### config.mk
export PLATFORM = sky130hd
export DESIGN_NAME = lsm_ctrl
export DESIGN_NICKNAME = d
export VERILOG_FILES = /design/src/hw/lsm_pkg.sv /design/src/hw/lsm_ctrl.sv /design/src/hw/lsm_mode_fsm.sv /design/src/hw/lsm_shift16.sv
export SDC_FILE = /design/constraint.sdc
export NUM_CORES = 1
export LEC_CHECK = 0
export BUFFER_PORTS_ARGS = -buffer_cell sky130_fd_sc_hd__buf_2
export CELL_PAD_IN_SITES_DETAIL_PLACEMENT = 0
export CELL_PAD_IN_SITES_GLOBAL_PLACEMENT = 1
export CORE_MARGIN = 2
export CORE_UTILIZATION = 36
export DETAILED_ROUTE_END_ITERATION = 12
export MAX_ROUTING_LAYER = met4
export PLACE_DENSITY = 0.84
export REMOVE_ABC_BUFFERS = 1
export SLEW_MARGIN = 20
export SYNTH_ARGS = -nofsm -noshare
export SYNTH_HDL_FRONTEND = slang
export SYNTH_SLANG_ARGS = --single-unit
### constraint.sdc
create_clock -name clk -period 1.85 [get_ports clk]
set_input_delay 0.185 -clock clk [delete_from_list [all_inputs] [get_ports clk]]
set_output_delay 0.185 -clock clk [all_outputs]
set_load 0.02 [all_outputs]
### src/hw/lsm_pkg.sv
// constants, types and register map of the led sink serial mode controller
package lsm_pkg;

  // ************************************************************
  // clock and timing
  // ************************************************************
  localparam int CLK_PERIOD_NS = 20; // 50 mhz system clock
  localparam int ED_HOLD_NS = 2000; // least low time of the gate before fault status is trusted
  localparam int ED_HOLD_CYC_INT = (ED_HOLD_NS + CLK_PERIOD_NS - 1) / CLK_PERIOD_NS;
  localparam int ED_CNT_W = 7;
  localparam logic [ED_CNT_W-1:0] ED_HOLD_CYC = ED_HOLD_CYC_INT[ED_CNT_W-1:0];
  localparam int PICK_CNT_W = 2;
  // serial clock edges after the switch pulse at which the strobe level picks the mode
  localparam logic [PICK_CNT_W-1:0] MODE_PICK_EDGES = 2'h2;

  // ************************************************************
  // widths
  // ************************************************************
  localparam int CH_N = 16;
  localparam int ADDR_W = 8;
  localparam int DATA_W = 32;
  localparam int EVT_N = 4;

  // ************************************************************
  // register map (byte addresses)
  // ************************************************************
  localparam logic [ADDR_W-1:0] REG_CTRL = 8'h00;
  localparam logic [ADDR_W-1:0] REG_STATUS = 8'h04;
  localparam logic [ADDR_W-1:0] REG_MASK = 8'h08;
  localparam logic [ADDR_W-1:0] REG_STATE = 8'h0c;
  localparam logic [ADDR_W-1:0] REG_LATCH = 8'h10;
  localparam logic [ADDR_W-1:0] REG_SHIFT = 8'h14;

  // field positions
  localparam int CTRL_BLANK_BIT = 0;
  localparam int EVT_SWITCH_BIT = 0;
  localparam int EVT_GAIN_BIT = 1;
  localparam int EVT_FAULT_BIT = 2;
  localparam int EVT_SHORT_BIT = 3;
  localparam int STATE_GATE_BIT = 2;
  localparam int STATE_STROBE_BIT = 3;
  localparam int LATCH_GAIN_LSB = 16;

  // ************************************************************
  // reset values
  // ************************************************************
  localparam logic [CH_N-1:0] CH_RST = 16'h0000;
  localparam logic [1:0] GATE_HIST_RST = 2'h3; // gate idles high (blanked)
  localparam logic [EVT_N-1:0] EVT_RST = 4'h0;
  localparam logic [DATA_W-1:0] DATA_RST = 32'h0000_0000;

  // operating phase
  typedef enum logic [1:0] {
    LSM_NORMAL = 2'b00,
    LSM_SWITCH = 2'b01,
    LSM_SPECIAL = 2'b10
  } lsm_mode_t;

endpackage

### src/hw/lsm_ctrl.sv
// top of the led sink serial mode controller
//
// Function
// - In normal mode the shift register flows into the output latch while the strobe pin is high, never otherwise.
// - In special mode the strobe loads the gain configuration latch, which is untouched in the other phases.
// - In every phase a low gate pin enables the sinks and a high gate pin blanks them all.
// - A switch pulse on the gate pin enters the switching phase from any phase.
// - Only in special mode a low gate captures per-channel load faults into the shift register.
// - The strobe pulse that picks the next mode during switching loads no latch.
// - In special mode the controller shifts a code and strobes, and the device copies it into the gain latch.
// - Captured fault bits are shifted out on the serial output for the controller to read.
// - Fault detection and gain adjustment work in special mode only.
// - Serial input shifts in on each serial clock rise that captures no faults and the oldest bit leaves on the serial output.
// - A gate pulse one serial clock wide is detected as the switch request.
// - In switching the strobe level picks special mode when high and normal mode when low.
// - A channel conducts only when its latch bit is one and the gate pin is low.
//
// The strobed register port and the address map are this design's own decisions.
`timescale 1ns/1ps
module lsm_ctrl
  import lsm_pkg::*;
(
  input wire logic clk,
  input wire logic sys_rst,
  input wire logic ce,
  input wire logic ser_clk,
  input wire logic serial_input,
  input wire logic multi_strobe_pin,
  input wire logic multi_gate_pin,
  input wire logic [CH_N-1:0] led_fault,
  input wire logic [ADDR_W-1:0] reg_addr,
  input wire logic [DATA_W-1:0] reg_wdata,
  input wire logic reg_wr,
  input wire logic reg_rd,
  output logic [DATA_W-1:0] reg_rdata,
  output logic [CH_N-1:0] sink_channels,
  output logic serial_output,
  output logic [CH_N-1:0] gain_config,
  output logic irq
);

  // ************************************************************
  // helpers
  // ************************************************************

  // address decode, shared by the write and read paths
  function automatic logic reg_hit(input logic [ADDR_W-1:0] a, input logic [ADDR_W-1:0] off);
    reg_hit = (a == off);
  endfunction

  // ************************************************************
  // state
  // ************************************************************
  typedef struct packed {
    logic ser_prev;
    logic strobe_prev;
    logic pick_block;
    logic [CH_N-1:0] out_latch;
    logic [CH_N-1:0] gain;
    logic [ED_CNT_W-1:0] ed_cnt;
    logic blank;
    logic [EVT_N-1:0] status;
    logic [EVT_N-1:0] mask;
    logic irq;
    logic [CH_N-1:0] sink;
    logic [DATA_W-1:0] rdata;
  } lsm_main_st_t;

  localparam lsm_main_st_t MAIN_RST = '{
    ser_prev: 1'b0,
    strobe_prev: 1'b0,
    pick_block: 1'b0,
    out_latch: CH_RST,
    gain: CH_RST,
    ed_cnt: '0,
    blank: 1'b0,
    status: EVT_RST,
    mask: EVT_RST,
    irq: 1'b0,
    sink: CH_RST,
    rdata: DATA_RST
  };

  lsm_main_st_t st_r;
  lsm_main_st_t st_nxt;

  lsm_mode_t mode;
  logic switch_evt;
  logic ser_rise;
  logic [CH_N-1:0] shift_q;
  logic fault_capture;
  logic gain_load_evt;
  logic short_evt;
  logic [EVT_N-1:0] evt_set;
  logic [CH_N-1:0] gate_mask;

  // ************************************************************
  // serial clock edge and mode-qualified events
  // ************************************************************

  // serial clock is sampled as a plain synchronous input
  assign ser_rise = ser_clk && !st_r.ser_prev;

  // fault capture only in special mode, on a serial edge with the gate low
  assign fault_capture = ser_rise && (mode == LSM_SPECIAL) && !multi_gate_pin;

  // one event per gain strobe in special mode
  assign gain_load_evt = (mode == LSM_SPECIAL) && multi_strobe_pin && !st_r.strobe_prev;

  // capture taken before the gate was low for the least hold time
  assign short_evt = fault_capture && (st_r.ed_cnt < ED_HOLD_CYC);

  // sticky event sources
  always_comb begin
    evt_set = EVT_RST;
    evt_set[EVT_SWITCH_BIT] = switch_evt;
    evt_set[EVT_GAIN_BIT] = gain_load_evt;
    evt_set[EVT_FAULT_BIT] = fault_capture;
    evt_set[EVT_SHORT_BIT] = short_evt;
  end

  // ************************************************************
  // submodules
  // ************************************************************

  // phase machine
  lsm_mode_fsm u_fsm (
    .clk(clk),
    .sys_rst(sys_rst),
    .ce(ce),
    .ser_rise(ser_rise),
    .gate(multi_gate_pin),
    .strobe(multi_strobe_pin),
    .mode(mode),
    .switch_evt(switch_evt)
  );

  // shift register: fault capture loads the whole register instead of shifting on that edge
  lsm_shift16 u_shift (
    .clk(clk),
    .sys_rst(sys_rst),
    .ce(ce),
    .shift_en(ser_rise),
    .load_en(fault_capture),
    .load_data(led_fault),
    .sin(serial_input),
    .q(shift_q)
  );

  // ************************************************************
  // sink gating, one gate term per channel
  // ************************************************************
  genvar gi;
  generate
    for (gi = 0; gi < CH_N; gi = gi + 1) begin : g_gate
      // conduct only with latch bit one, gate low and no software blank
      assign gate_mask[gi] = st_r.out_latch[gi] && !multi_gate_pin && !st_r.blank;
    end
  endgenerate

  // ************************************************************
  // next state
  // ************************************************************
  always_comb begin
    st_nxt = st_r;
    st_nxt.ser_prev = ser_clk;
    st_nxt.strobe_prev = multi_strobe_pin;
    // a strobe seen high while switching is the mode pick; it keeps both latches shut until it falls
    st_nxt.pick_block = multi_strobe_pin && ((mode == LSM_SWITCH) || st_r.pick_block);

    // latch paths, transparent while the strobe is high
    unique case (mode)
      LSM_NORMAL: begin
        if (multi_strobe_pin && !st_r.pick_block) begin
          st_nxt.out_latch = shift_q;
        end
      end
      LSM_SPECIAL: begin
        if (multi_strobe_pin && !st_r.pick_block) begin
          st_nxt.gain = shift_q;
        end
      end
      LSM_SWITCH: begin
        // strobe only picks the mode here, no latch moves
      end
      default: begin
      end
    endcase

    // low time of the gate in special mode, saturating
    if ((mode == LSM_SPECIAL) && !multi_gate_pin) begin
      if (st_r.ed_cnt != ED_HOLD_CYC) begin
        st_nxt.ed_cnt = st_r.ed_cnt + 7'h01;
      end
    end else begin
      st_nxt.ed_cnt = '0;
    end

    // register writes
    if (reg_wr) begin
      if (reg_hit(reg_addr, REG_CTRL)) begin
        st_nxt.blank = reg_wdata[CTRL_BLANK_BIT];
      end
      if (reg_hit(reg_addr, REG_MASK)) begin
        st_nxt.mask = reg_wdata[EVT_N-1:0];
      end
    end

    // write one to clear, a new event in the same cycle wins
    if (reg_wr && reg_hit(reg_addr, REG_STATUS)) begin
      st_nxt.status = (st_r.status & ~reg_wdata[EVT_N-1:0]) | evt_set;
    end else begin
      st_nxt.status = st_r.status | evt_set;
    end

    // level interrupt
    st_nxt.irq = |(st_nxt.status & st_nxt.mask);

    // registered sink drive
    st_nxt.sink = gate_mask;

    // read data stand in the cycle after the strobe only
    st_nxt.rdata = DATA_RST;
    if (reg_rd) begin
      if (reg_hit(reg_addr, REG_CTRL)) begin
        st_nxt.rdata[CTRL_BLANK_BIT] = st_r.blank;
      end else if (reg_hit(reg_addr, REG_STATUS)) begin
        st_nxt.rdata[EVT_N-1:0] = st_r.status;
      end else if (reg_hit(reg_addr, REG_MASK)) begin
        st_nxt.rdata[EVT_N-1:0] = st_r.mask;
      end else if (reg_hit(reg_addr, REG_STATE)) begin
        st_nxt.rdata[1:0] = mode;
        st_nxt.rdata[STATE_GATE_BIT] = multi_gate_pin;
        st_nxt.rdata[STATE_STROBE_BIT] = multi_strobe_pin;
      end else if (reg_hit(reg_addr, REG_LATCH)) begin
        st_nxt.rdata[CH_N-1:0] = st_r.out_latch;
        st_nxt.rdata[LATCH_GAIN_LSB +: CH_N] = st_r.gain;
      end else if (reg_hit(reg_addr, REG_SHIFT)) begin
        st_nxt.rdata[CH_N-1:0] = shift_q;
      end
    end
  end

  // ************************************************************
  // register, frozen while ce is low
  // ************************************************************
  always_ff @(posedge clk) begin
    if (sys_rst) begin
      st_r <= MAIN_RST;
    end else if (ce) begin
      st_r <= st_nxt;
    end
  end

  // ************************************************************
  // outputs, all straight from flip-flops
  // ************************************************************
  assign reg_rdata = st_r.rdata;
  assign sink_channels = st_r.sink;
  assign serial_output = shift_q[CH_N-1];
  assign gain_config = st_r.gain;
  assign irq = st_r.irq;

endmodule

### src/hw/lsm_mode_fsm.sv
// phase machine: switch pulse detection and mode pick
`timescale 1ns/1ps
module lsm_mode_fsm
  import lsm_pkg::*;
(
  input wire logic clk,
  input wire logic sys_rst,
  input wire logic ce,
  input wire logic ser_rise,
  input wire logic gate,
  input wire logic strobe,
  output lsm_mode_t mode,
  output logic switch_evt
);

  typedef struct packed {
    lsm_mode_t mode;
    logic [1:0] hist;
    logic [PICK_CNT_W-1:0] cnt;
    logic evt;
  } lsm_fsm_st_t;

  lsm_fsm_st_t st_r;
  lsm_fsm_st_t st_nxt;
  logic pulse_seen;

  // gate was high, low for one serial edge, then high again
  assign pulse_seen = ser_rise && ({st_r.hist, gate} == 3'b101);

  // ************************************************************
  // next state
  // ************************************************************
  always_comb begin
    st_nxt = st_r;
    st_nxt.evt = 1'b0;
    if (ser_rise) begin
      st_nxt.hist = {st_r.hist[0], gate};
    end
    if (pulse_seen) begin
      st_nxt.mode = LSM_SWITCH;
      st_nxt.cnt = '0;
      st_nxt.evt = 1'b1;
    end else begin
      unique case (st_r.mode)
        LSM_NORMAL: begin
        end
        LSM_SPECIAL: begin
        end
        LSM_SWITCH: begin
          if (ser_rise) begin
            st_nxt.cnt = st_r.cnt + 2'h1;
            if (st_r.cnt + 2'h1 == MODE_PICK_EDGES) begin
              st_nxt.mode = strobe ? LSM_SPECIAL : LSM_NORMAL;
            end
          end
        end
        default: begin
          st_nxt.mode = LSM_NORMAL;
        end
      endcase
    end
  end

  // register, frozen while ce is low
  always_ff @(posedge clk) begin
    if (sys_rst) begin
      st_r <= '{mode: LSM_NORMAL, hist: GATE_HIST_RST, cnt: '0, evt: 1'b0};
    end else if (ce) begin
      st_r <= st_nxt;
    end
  end

  assign mode = st_r.mode;
  assign switch_evt = st_r.evt;

endmodule

### src/hw/lsm_shift16.sv
// sixteen bit shift register with parallel load
`timescale 1ns/1ps
module lsm_shift16
  import lsm_pkg::*;
(
  input wire logic clk,
  input wire logic sys_rst,
  input wire logic ce,
  input wire logic shift_en,
  input wire logic load_en,
  input wire logic [CH_N-1:0] load_data,
  input wire logic sin,
  output logic [CH_N-1:0] q
);

  typedef struct packed {
    logic [CH_N-1:0] sr;
  } lsm_sh_st_t;

  lsm_sh_st_t st_r;
  lsm_sh_st_t st_nxt;

  // ************************************************************
  // next state: load beats shift
  // ************************************************************
  always_comb begin
    st_nxt = st_r;
    if (load_en) begin
      st_nxt.sr = load_data;
    end else if (shift_en) begin
      st_nxt.sr = {st_r.sr[CH_N-2:0], sin};
    end
  end

  // register, frozen while ce is low
  always_ff @(posedge clk) begin
    if (sys_rst) begin
      st_r <= '{sr: CH_RST};
    end else if (ce) begin
      st_r <= st_nxt;
    end
  end

  assign q = st_r.sr;

endmodule
==> results.yml, run 1 <==
status:
  status: "finished, final reports clean"
sta:
  final_max_slew_viol_count: 0
  finClkSkew_ps: 9.30
  finalSetupViolCount: 0
  worst_slack_ps: 160
  slew_headroom_pct: 70.4
  timing.final.hold_violations: 0
  fmaxAchievable_ghz: 0.592
  period_minus_slack_ps: 1690
  rsz0062_at_grt: "false"
  period_share_pct: 91.3
  tightest_slew_ps: 443
detailed_routing:
  wl_um: 14800
  vias: 4968
  ant_nets: 0
  drt-pass1-iter-count: 7
  drc_errors: 0
  drtIter0Drc: 384
  routed_via_density: 5.11
  wl_per_cell_um: 15.2
setup_path:
  reg2reg_to: "st_r[64]$_SDFFE_PP0P_"
  crit_chain: "inv_1 > ha_1 > nand4_1 > o41ai_4 > or2_2 > or3_1 > a21oi_1"
  critPathSlowestCell: "dfxtp_1"
  crit_path_start_kind: "flop"
  cp.required_ps: 2200
  worst_r2r_path_depth: 7
  end_kind: "flop"
  crit_type: "flop to flop"
  worstPathArrival_ps: 2040
  crit_path_max_fanout: 6
  rr_startpoint: "st_r[58]$_SDFFE_PP0P_"
  slowest_delay_ps: 340
  r2r_slack_ps: 160
clocking:
  cts_setup_buffers: 0
  cts_buffer_depth: 2
  h-tree-depth: 4
  path_clk_slew_ps: 60
  ctsResizeCount: 0
  hold_buffers: 0
  cts_tree: "done"
  cts_sinks: 123
  clockRootBuffer: "clkbuf_16"
  insertion_delay_ps: 420
  cts_buffers: 17
power:
  cellLeakagePower_uw: 0.00267
  finalPower_uw: 6660
  peakVddDrop_uv: 609
  powerDensity_nw_per_um2: 976
logic_synthesis:
  ys.flop_type: "dfxtp_1"
  synth_edf_count: 0
  async_reset_ff_share_pct: 0
  yosys.area.top_type: "dfxtp_1"
  synth_area_leaders: "dfxtp_1 43%, buf_4 8.4%, nand2_1 8.3%, a22oi_1 6.0%, a21oi_1 5.6%"
  synth_cells: 699
  ys_ff_latch: 123
  avgSynthCellArea_um2: 8.23
  ys_types: 55
  syn-cell-area_um2: 5750
  yosysWarnings: 0
  synth_seq_area_share_pct: 42.8
  yosysTopAreaCellShare_pct: 42.8
floorplan:
  die_area_um2: 17000
  die_h_um: 130
  die_w_um: 130
  start_util_pct: 36.5
  num_rows: 46
  ios: 131
  fp.coreArea_um2: 15800
grt:
  grt_pass1_vias: 4502
  track_usage_pct: 18.5
  grt_max_degree: 45
  grt_first_pass_wirelength_um: 23800
  overflow: 0
  antenna_found_initial: 0
placed_design:
  dpl.cell_count: 941
  hpwlAfterDp_um: 10000
  gp_congestion: 0.889
  io_buffers: 102
  dpl_worst_slack_ps: 2.38
flow_run:
  drv_cap: 0
layout:
  nFillCells: 1617
  area_delta_synth_final_pct: 18.6
  fin_cells: 973
  drive_above_1_share_pct: 24.6
  diodes: 0
  nets: 812
  final_util_pct: 43.2
hold_path:
  hold-path-cell-count: 3
  hold_end: "st_r[99]$_SDFFE_PP0P_"
  hp-class: "input port to flop"
  hold_start: "ser_clk"
[report_power, final]
group | total (uW) | switching (uW) | internal (uW)
registers | 2740 | 49.6 | 2690
clock network | 3550 | 1250 | 2300
logic | 364 | 227 | 137
[worst max path at each step]
| stage | startpoint | to | slack, ps | depth (start not counted) |
|---|---|---|---|---|
| floorplan | ce | sink_channels[15]$_SDFFE_PP0P_ | -150 | 4 |
| global placement | reg_addr[5] | reg_rdata[0]$_SDFFE_PP0P_ | 30 | 6 |
| detailed placement | reg_addr[5] | reg_rdata[0]$_SDFFE_PP0P_ | 2 | 6 |
| CTS | u_fsm.mode[1]$_SDFFE_PP0P_ | st_r[58]$_SDFFE_PP0P_ | 90 | 5 |
| global route | st_r[59]$_SDFFE_PP0P_ | st_r[63]$_SDFFE_PP0P_ | 20 | 7 |
| finish | st_r[58]$_SDFFE_PP0P_ | st_r[64]$_SDFFE_PP0P_ | 160 | 7 |
[flip-flops by register name (all words and copies together), names as in the netlist]
signal and count:
u_shift.q 16, reg_rdata 32, gain_config 16, sink_channels 16, u_fsm.mode 2, irq 1, u_fsm.st_r 4, st_r 35
u_fsm.switch_evt 1
[placed cells by master, fill, tap and decap left out, types with 5 or more instances in the layout]
cell type  Yosys  routed
nand2_1      127     127
dfxtp_1      123     123
buf_2          8     101
nor2_1        74      74
a21oi_1       64      64
a22oi_1       46      46
buf_4         64      33
a311oi_1      17      17
clkbuf_16      0      17
o21ai_0       12      12
nand3_1       11      11
nor2b_1        8       8
and3_1         8       8
mux2i_1        8       8
inv_1          7       7
nand4_1        5       5
nor4_1         6       5
[cell type report]
class	count	area, um^2	share of cell area (%)
clock buffers	19	443	6.49
clock inverters	13	190	2.79
multi-input cells	457	2590	38.0
well taps	216	270	3.96
flip-flops and latches	123	2460	36.1
inverters	7	26.3	0.385
repair buffers	138	833	12.2
[through the flow]
stage	hold WS [ps]	setup TNS (ps)	instance area [um^2]
3_3_place_gp	436	0	6190
6_report	11.3	0	6820
2_1_floorplan	254	-4760	5070
4_1_cts	1.11	0	6820
3_5_place_dp	443	0	6190
5_1_grt	8.25	0	6820
[kinds of logic after synthesis]
group           synth area share (%)
fa+ha+maj                      0.653
compound gates                  19.2
mux                             2.18
simple gates                    22.9
buf+inv                         12.2
flops                           42.8
[cell usage after synthesis (all sizes together) (3+ instances only)]
cell type  instances
a211oi             4
a21oi             64
a22oi             46
a311oi            17
a31oi              3
a41oi              3
and3               8
and4b              4
buf               74
clkbuf            38
dfxtp            123
ha                 3
inv                7
mux2               4
mux2i              8
nand2            127
nand3             11
nand3b             4
nand4              5
nor2              74
nor2b              8
nor3               5
nor3b              4
nor4               8
nor4bb             3
o21ai             12
o311ai             4
or3                3
[critical path, delay by kind of cell (launching register included)]
| family | cells | cell delay (ps) |
|---|---|---|
| and+or+nand+nor | 3 | 770 |
| DFF | 1 | 340 |
| AOI/OAI and AO/OA | 2 | 260 |
| adders and majority gates | 1 | 190 |
| buffers and inverters | 1 | 70 |
[routing by layer]
layer	part of all wire [%]	vias up	track usage, %
met3	5.3	22	4.52
met2	45	154	27.4
met4	1.4	0	5.19
met1	48	2305	25.2
li1	-	2487	-
met5	0	-	-
Note: power is estimated with default switching activity, not from simulation.
==> run 2: changes to the inputs <==
--- a/config.mk
+++ b/config.mk
@@ -5,15 +5,14 @@
 export SDC_FILE = /design/constraint.sdc
 export NUM_CORES = 1
 export LEC_CHECK = 0
-export BUFFER_PORTS_ARGS = -buffer_cell sky130_fd_sc_hd__buf_2
 export CELL_PAD_IN_SITES_DETAIL_PLACEMENT = 0
 export CELL_PAD_IN_SITES_GLOBAL_PLACEMENT = 1
 export CORE_MARGIN = 2
-export CORE_UTILIZATION = 36
+export CORE_UTILIZATION = 39
 export DETAILED_ROUTE_END_ITERATION = 12
+export DONT_BUFFER_PORTS = 1
 export MAX_ROUTING_LAYER = met4
-export PLACE_DENSITY = 0.84
-export REMOVE_ABC_BUFFERS = 1
+export PLACE_DENSITY = 0.79
 export SLEW_MARGIN = 20
 export SYNTH_ARGS = -nofsm -noshare
 export SYNTH_HDL_FRONTEND = slang
==> results.yml, run 2 (synthesized netlist as in run 1, its figures left out) <==
layout:
  fin_area_um2: 6860
  nets: 768
  largest_reg_flops: 35
  nFillCells: 1415
  area_delta_synth_final_pct: 19.4
  fin_cells: 896
  layout_commonest_cell: "nand2_1"
  largest_register: "st_r"
  drive_above_1_share_pct: 10.5
  diodes: 0
  layout_common_cells: "126 x nand2_1, 123 x dfxtp_1, 74 x nor2_1"
detailed_routing:
  vias: 4975
  drc_errors: 0
  wl_per_cell_um: 17.9
  routed_via_density: 5.55
  ant_nets: 0
  wl_um: 16100
  drtIter0Drc: 318
  drt-pass1-iter-count: 7
floorplan:
  die_area_um2: 15700
  ios: 131
  fp.coreArea_um2: 14500
  num_rows: 44
  die_w_um: 125
  die_h_um: 125
  start_util_pct: 39.7
clocking:
  h-tree-depth: 4
  insertion_delay_ps: 420
  clockRootBuffer: "clkbuf_16"
  cts_tree: "done"
  cts_buffer_depth: 2
  hold_buffers: 67
  cts_sinks: 123
  path_clk_slew_ps: 50
  cts_buffers: 17
grt:
  antenna_found_initial: 0
  grt_pass1_vias: 4821
  grt_max_degree: 86
  overflow: 0
  grt_first_pass_wirelength_um: 25300
  track_usage_pct: 20.8
sta:
  timing.final.hold_violations: 1
  slew_headroom_pct: 68.4
  period_share_pct: 96.2
  fmaxAchievable_ghz: 0.562
  tightest_slew_ps: 472
  final_max_slew_viol_count: 0
  worst_slack_ps: 69.8
  rsz0062_at_grt: "true"
  finClkSkew_ps: 12.5
  timing.hold.ws_ps: -159
  finalSetupViolCount: 0
  period_minus_slack_ps: 1780
status:
  status: "complete, but fails checks"
  failed_checks: "negative hold slack"
power:
  peakVddDrop_uv: 715
  powerDensity_nw_per_um2: 928
  cellLeakagePower_uw: 0.00257
  finalPower_uw: 6370
placed_design:
  gp_congestion: 0.841
  dpl.cell_count: 795
  dpl_worst_slack_ps: 76.6
  io_buffers: 0
  dpl_cell_area_um2: 5520
  hpwlAfterDp_um: 10300
setup_path:
  cp.required_ps: 2210
  worst_r2r_path_depth: 7
  crit_end: "reg_rdata[11]$_SDFFE_PP0P_"
  worstPathArrival_ps: 2140
  rr_startpoint: "st_r[58]$_SDFFE_PP0P_"
  crit_path_start_kind: "input port"
  crit_path_max_fanout: 6
  end_kind: "flop"
  crit_type: "input port to flop"
  startpoint: "reg_addr[5]"
  r2r_slack_ps: 100
  reg2reg_to: "st_r[64]$_SDFFE_PP0P_"
logic_synthesis:
  synth_fp_nets: 767
flow_run:
  drv_cap: 0
hold_path:
  hp-class: "input port to flop"
run 2: cell types whose count changed in the layout (fill, tap and decap cells not counted), sizes merged:
cell / before / now
inv: 9 / 6
dlygate4sd3: 0 / 59
clkbuf: 19 / 24
dlymetal6s4s: 0 / 6
clkinvlp: 1 / 2
clkinv: 6 / 3
buf: 138 / 29
bufinv: 4 / 3
run 2: how the worst min path moves through the flow:
stage                   start                     endpoint  slack (ps)  cells after the start
2_1_floorplan  multi_gate_pin   u_fsm.st_r[3]$_SDFFE_PP1P_         300                      1
3_3_place_gp          sys_rst  gain_config[1]$_SDFFE_PP0P_         260                      1
3_5_place_dp          sys_rst   reg_rdata[31]$_SDFFE_PP0P_         270                      1
4_1_cts                    ce    reg_rdata[0]$_SDFFE_PP0P_           4                      3
5_1_grt               sys_rst    reg_rdata[8]$_SDFFE_PP0P_        -140                      1
6_report              sys_rst    reg_rdata[8]$_SDFFE_PP0P_        -160                      1
run 2: metal layers:
layer / track usage (%) / vias up / wire length, um
met4: 7.91 / 0 / 359
li1: - / 2399 / -
met2: 31.3 / 156 / 7470
met3: 7.06 / 32 / 1090
met5: - / - / 0
met1: 25.9 / 2388 / 7150
run 2: area by class of cell:
cell class	count	area [um^2]	share of cell area [%]
multi-input cells	457	2610	38.1
repair buffers	94	945	13.8
clock inverters	7	115	1.68
clock buffers	24	472	6.87
well taps	184	230	3.35
flip-flops and latches	123	2460	35.9
inverters	7	26.3	0.383
run 2: critical path, stage by stage:
cell	delay, ps
nor4_4	260
buf_4	170
nand2_2	80
nor4_4	420
buf_6	190
a22oi_1	90
a21oi_1	160
dlygate4sd3_1	590
run 2: power by group:
group / total, uW / leakage (uW) / switching (uW) / internal [uW]
sequential: 2750 / 0.000994 / 55.1 / 2690
combinational: 317 / 0.00129 / 176 / 141
clock: 3310 / 0.000280 / 1130 / 2170
total: 6370 / 0.00257 / 1370 / 5010
run 2: metrics by stage:
stage / TNS, ps / utilization, %
after global placement: 0 / 38.1
after floorplan: 0 / -
after CTS: 0 / 46.9
after detailed placement: 0 / 38.1
after global routing: -57.5 / 47.4
final: 0 / 47.4
run 2: timing repair:
action,4_1_cts,5_1_grt
endpoints found under the setup margin,0,35
endpoints found under the hold margin,123,1
buffers inserted,0,3
gates resized for setup,0,15
==> run 3: changes to the inputs <==
--- a/config.mk
+++ b/config.mk
@@ -12,7 +12,7 @@
 export DETAILED_ROUTE_END_ITERATION = 12
 export DONT_BUFFER_PORTS = 1
 export MAX_ROUTING_LAYER = met4
-export PLACE_DENSITY = 0.79
+export PLACE_DENSITY = 0.83
 export SLEW_MARGIN = 20
 export SYNTH_ARGS = -nofsm -noshare
 export SYNTH_HDL_FRONTEND = slang
==> results.yml, run 3 (synthesized netlist as in run 1, its figures left out) <==
status:
  status: "finished, final reports clean"
hold_path:
  hold_start: "ce"
  hold_end: "st_r[57]$_SDFFE_PP0P_"
  hp-class: "input port to flop"
  hold-path-cell-count: 3
floorplan:
  start_util_pct: 39.7
  die_h_um: 125
  num_rows: 44
  die_area_um2: 15700
  die_w_um: 125
  fp.coreArea_um2: 14500
  ios: 131
layout:
  area_delta_synth_final_pct: 17.6
  largest_register: "st_r"
  layout_common_cells: "126 x nand2_1, 123 x dfxtp_1, 73 x nor2_1"
  fin_cells: 887
  nets: 757
  layout_commonest_cell: "nand2_1"
  drive_above_1_share_pct: 12.4
  largest_reg_flops: 35
grt:
  track_usage_pct: 20.2
  grt_first_pass_wirelength_um: 24800
  overflow: 0
  grt_max_degree: 86
  antenna_found_initial: 1
  grt_pass1_vias: 4828
setup_path:
  worstPathArrival_ps: 2070
  r2r_slack_ps: 120
  rr_startpoint: "st_r[58]$_SDFFE_PP0P_"
  crit_path_start_kind: "flop"
  worst_r2r_path_depth: 7
  end_kind: "flop"
  cp_num_buf_inv: 1
  critPathSlowestCell: "dfxtp_1"
  cp.required_ps: 2190
  crit_type: "flop to flop"
  crit_chain: "inv_1 > ha_1 > nand4_1 > o41ai_4 > or2_4 > or3_1 > a21oi_1"
  crit_family: "simple AND/OR/NAND/NOR gates"
  reg2reg_to: "st_r[63]$_SDFFE_PP0P_"
  slowest_delay_ps: 350
  crit_path_max_fanout: 6
clocking:
  cts_buffers: 17
  cts_tree: "done"
  path_clk_slew_ps: 60
  clockRootBuffer: "clkbuf_16"
  insertion_delay_ps: 420
  h-tree-depth: 4
  cts_buffer_depth: 2
  cts_sinks: 123
logic_synthesis:
  synth_fp_nets: 767
detailed_routing:
  routed_via_density: 5.57
  drc_errors: 0
  drt-pass1-iter-count: 5
  wl_per_cell_um: 17.6
  ant_nets: 0
  wl_um: 15600
  drtIter0Drc: 378
  vias: 4939
sta:
  finClkSkew_ps: 6.98
  tns_ps: 0
  period_minus_slack_ps: 1730
  rsz0062_at_grt: "false"
  final_max_slew_viol_count: 0
  finalSetupViolCount: 0
  fmaxAchievable_ghz: 0.579
  timing.final.hold_violations: 0
  tightest_slew_ps: 685
  period_share_pct: 93.4
  slew_headroom_pct: 54.2
placed_design:
  gp_congestion: 0.893
  dpl.cell_count: 795
  io_buffers: 0
  hpwlAfterDp_um: 9970
flow_run:
  drv_cap: 0
power:
  powerDensity_nw_per_um2: 932
  cellLeakagePower_uw: 0.00241
  peakVddDrop_uv: 637
-- run 3: cell types whose count changed in the layout (fill, tap and decap cells not counted), sizes merged, moves of 3 or more --
cell	change
dlygate4sd3	-12
clkbuf	-4
buf	+4
dlymetal6s4s	-4
clkinv	+3
-- run 3: how the worst max path moves through the flow --
stage | from | end | cells past startpoint
6_report | st_r[58]$_SDFFE_PP0P_ | st_r[63]$_SDFFE_PP0P_ | 7
3_5_place_dp | u_fsm.mode[0]$_SDFFE_PP0P_ | st_r[58]$_SDFFE_PP0P_ | 5
3_3_place_gp | reg_addr[5] | reg_rdata[4]$_SDFFE_PP0P_ | 7
4_1_cts | ce | gain_config[10]$_SDFFE_PP0P_ | 7
5_1_grt | st_r[58]$_SDFFE_PP0P_ | st_r[64]$_SDFFE_PP0P_ | 7
2_1_floorplan | reg_addr[2] | irq$_SDFFE_PP0P_ | 6
-- run 3: timing repair --
action	4_1_cts	5_1_grt
hold endpoints to repair	123	16
buffers inserted	0	7
endpoints found under the setup margin	0	61
hold buffers	65	1
gates resized for setup	0	12
-- run 3: metrics by stage --
step	utilization, %	setup slack, ps	cell area, um^2	total power [uW]	hold WS [ps]
global route	46.7	23.0	6760	6490	33.9
detailed placement	38.1	117	5520	3010	267
CTS	46.8	3.53	6770	6330	3.01
floorplan	-	2.10	5750	2990	303
global placement	38.1	144	5520	3000	266
finish	46.7	122	6760	6300	17.8
-- run 3: layout make-up --
class | instances | area [um^2]
tap | 184 | 230
inverter | 7 | 26.3
antenna | 1 | 2.50
sequential | 123 | 2460
timing repair buffer | 83 | 830
fill | 1342 | 7720
clock inverter | 13 | 144
clock buffer | 19 | 443
multi-input combinational | 457 | 2630
-- run 3: metal layers --
layer,up-vias,share of wire [%],global-route usage (%),wire length (um)
li1,2383,-,-,-
met1,2381,43,25.2,6780
met2,157,48,31.2,7450
met3,18,7.5,6.38,1170
met4,0,1.3,6.54,210
met5,-,0,-,0
-- run 3: worst min-delay path, delay by kind of cell --
kind	cells	cell delay, ps
mux	1	70
simple gates	2	130
-- run 3: power breakdown --
| group | internal, uW | leakage [uW] | switching (uW) |
|---|---|---|---|
| Sequential | 2690 | 0.000994 | 53.8 |
| Clock | 2020 | 0.000276 | 1220 |
| Combinational | 135 | 0.00114 | 179 |
| Total | 4850 | 0.00241 | 1450 |
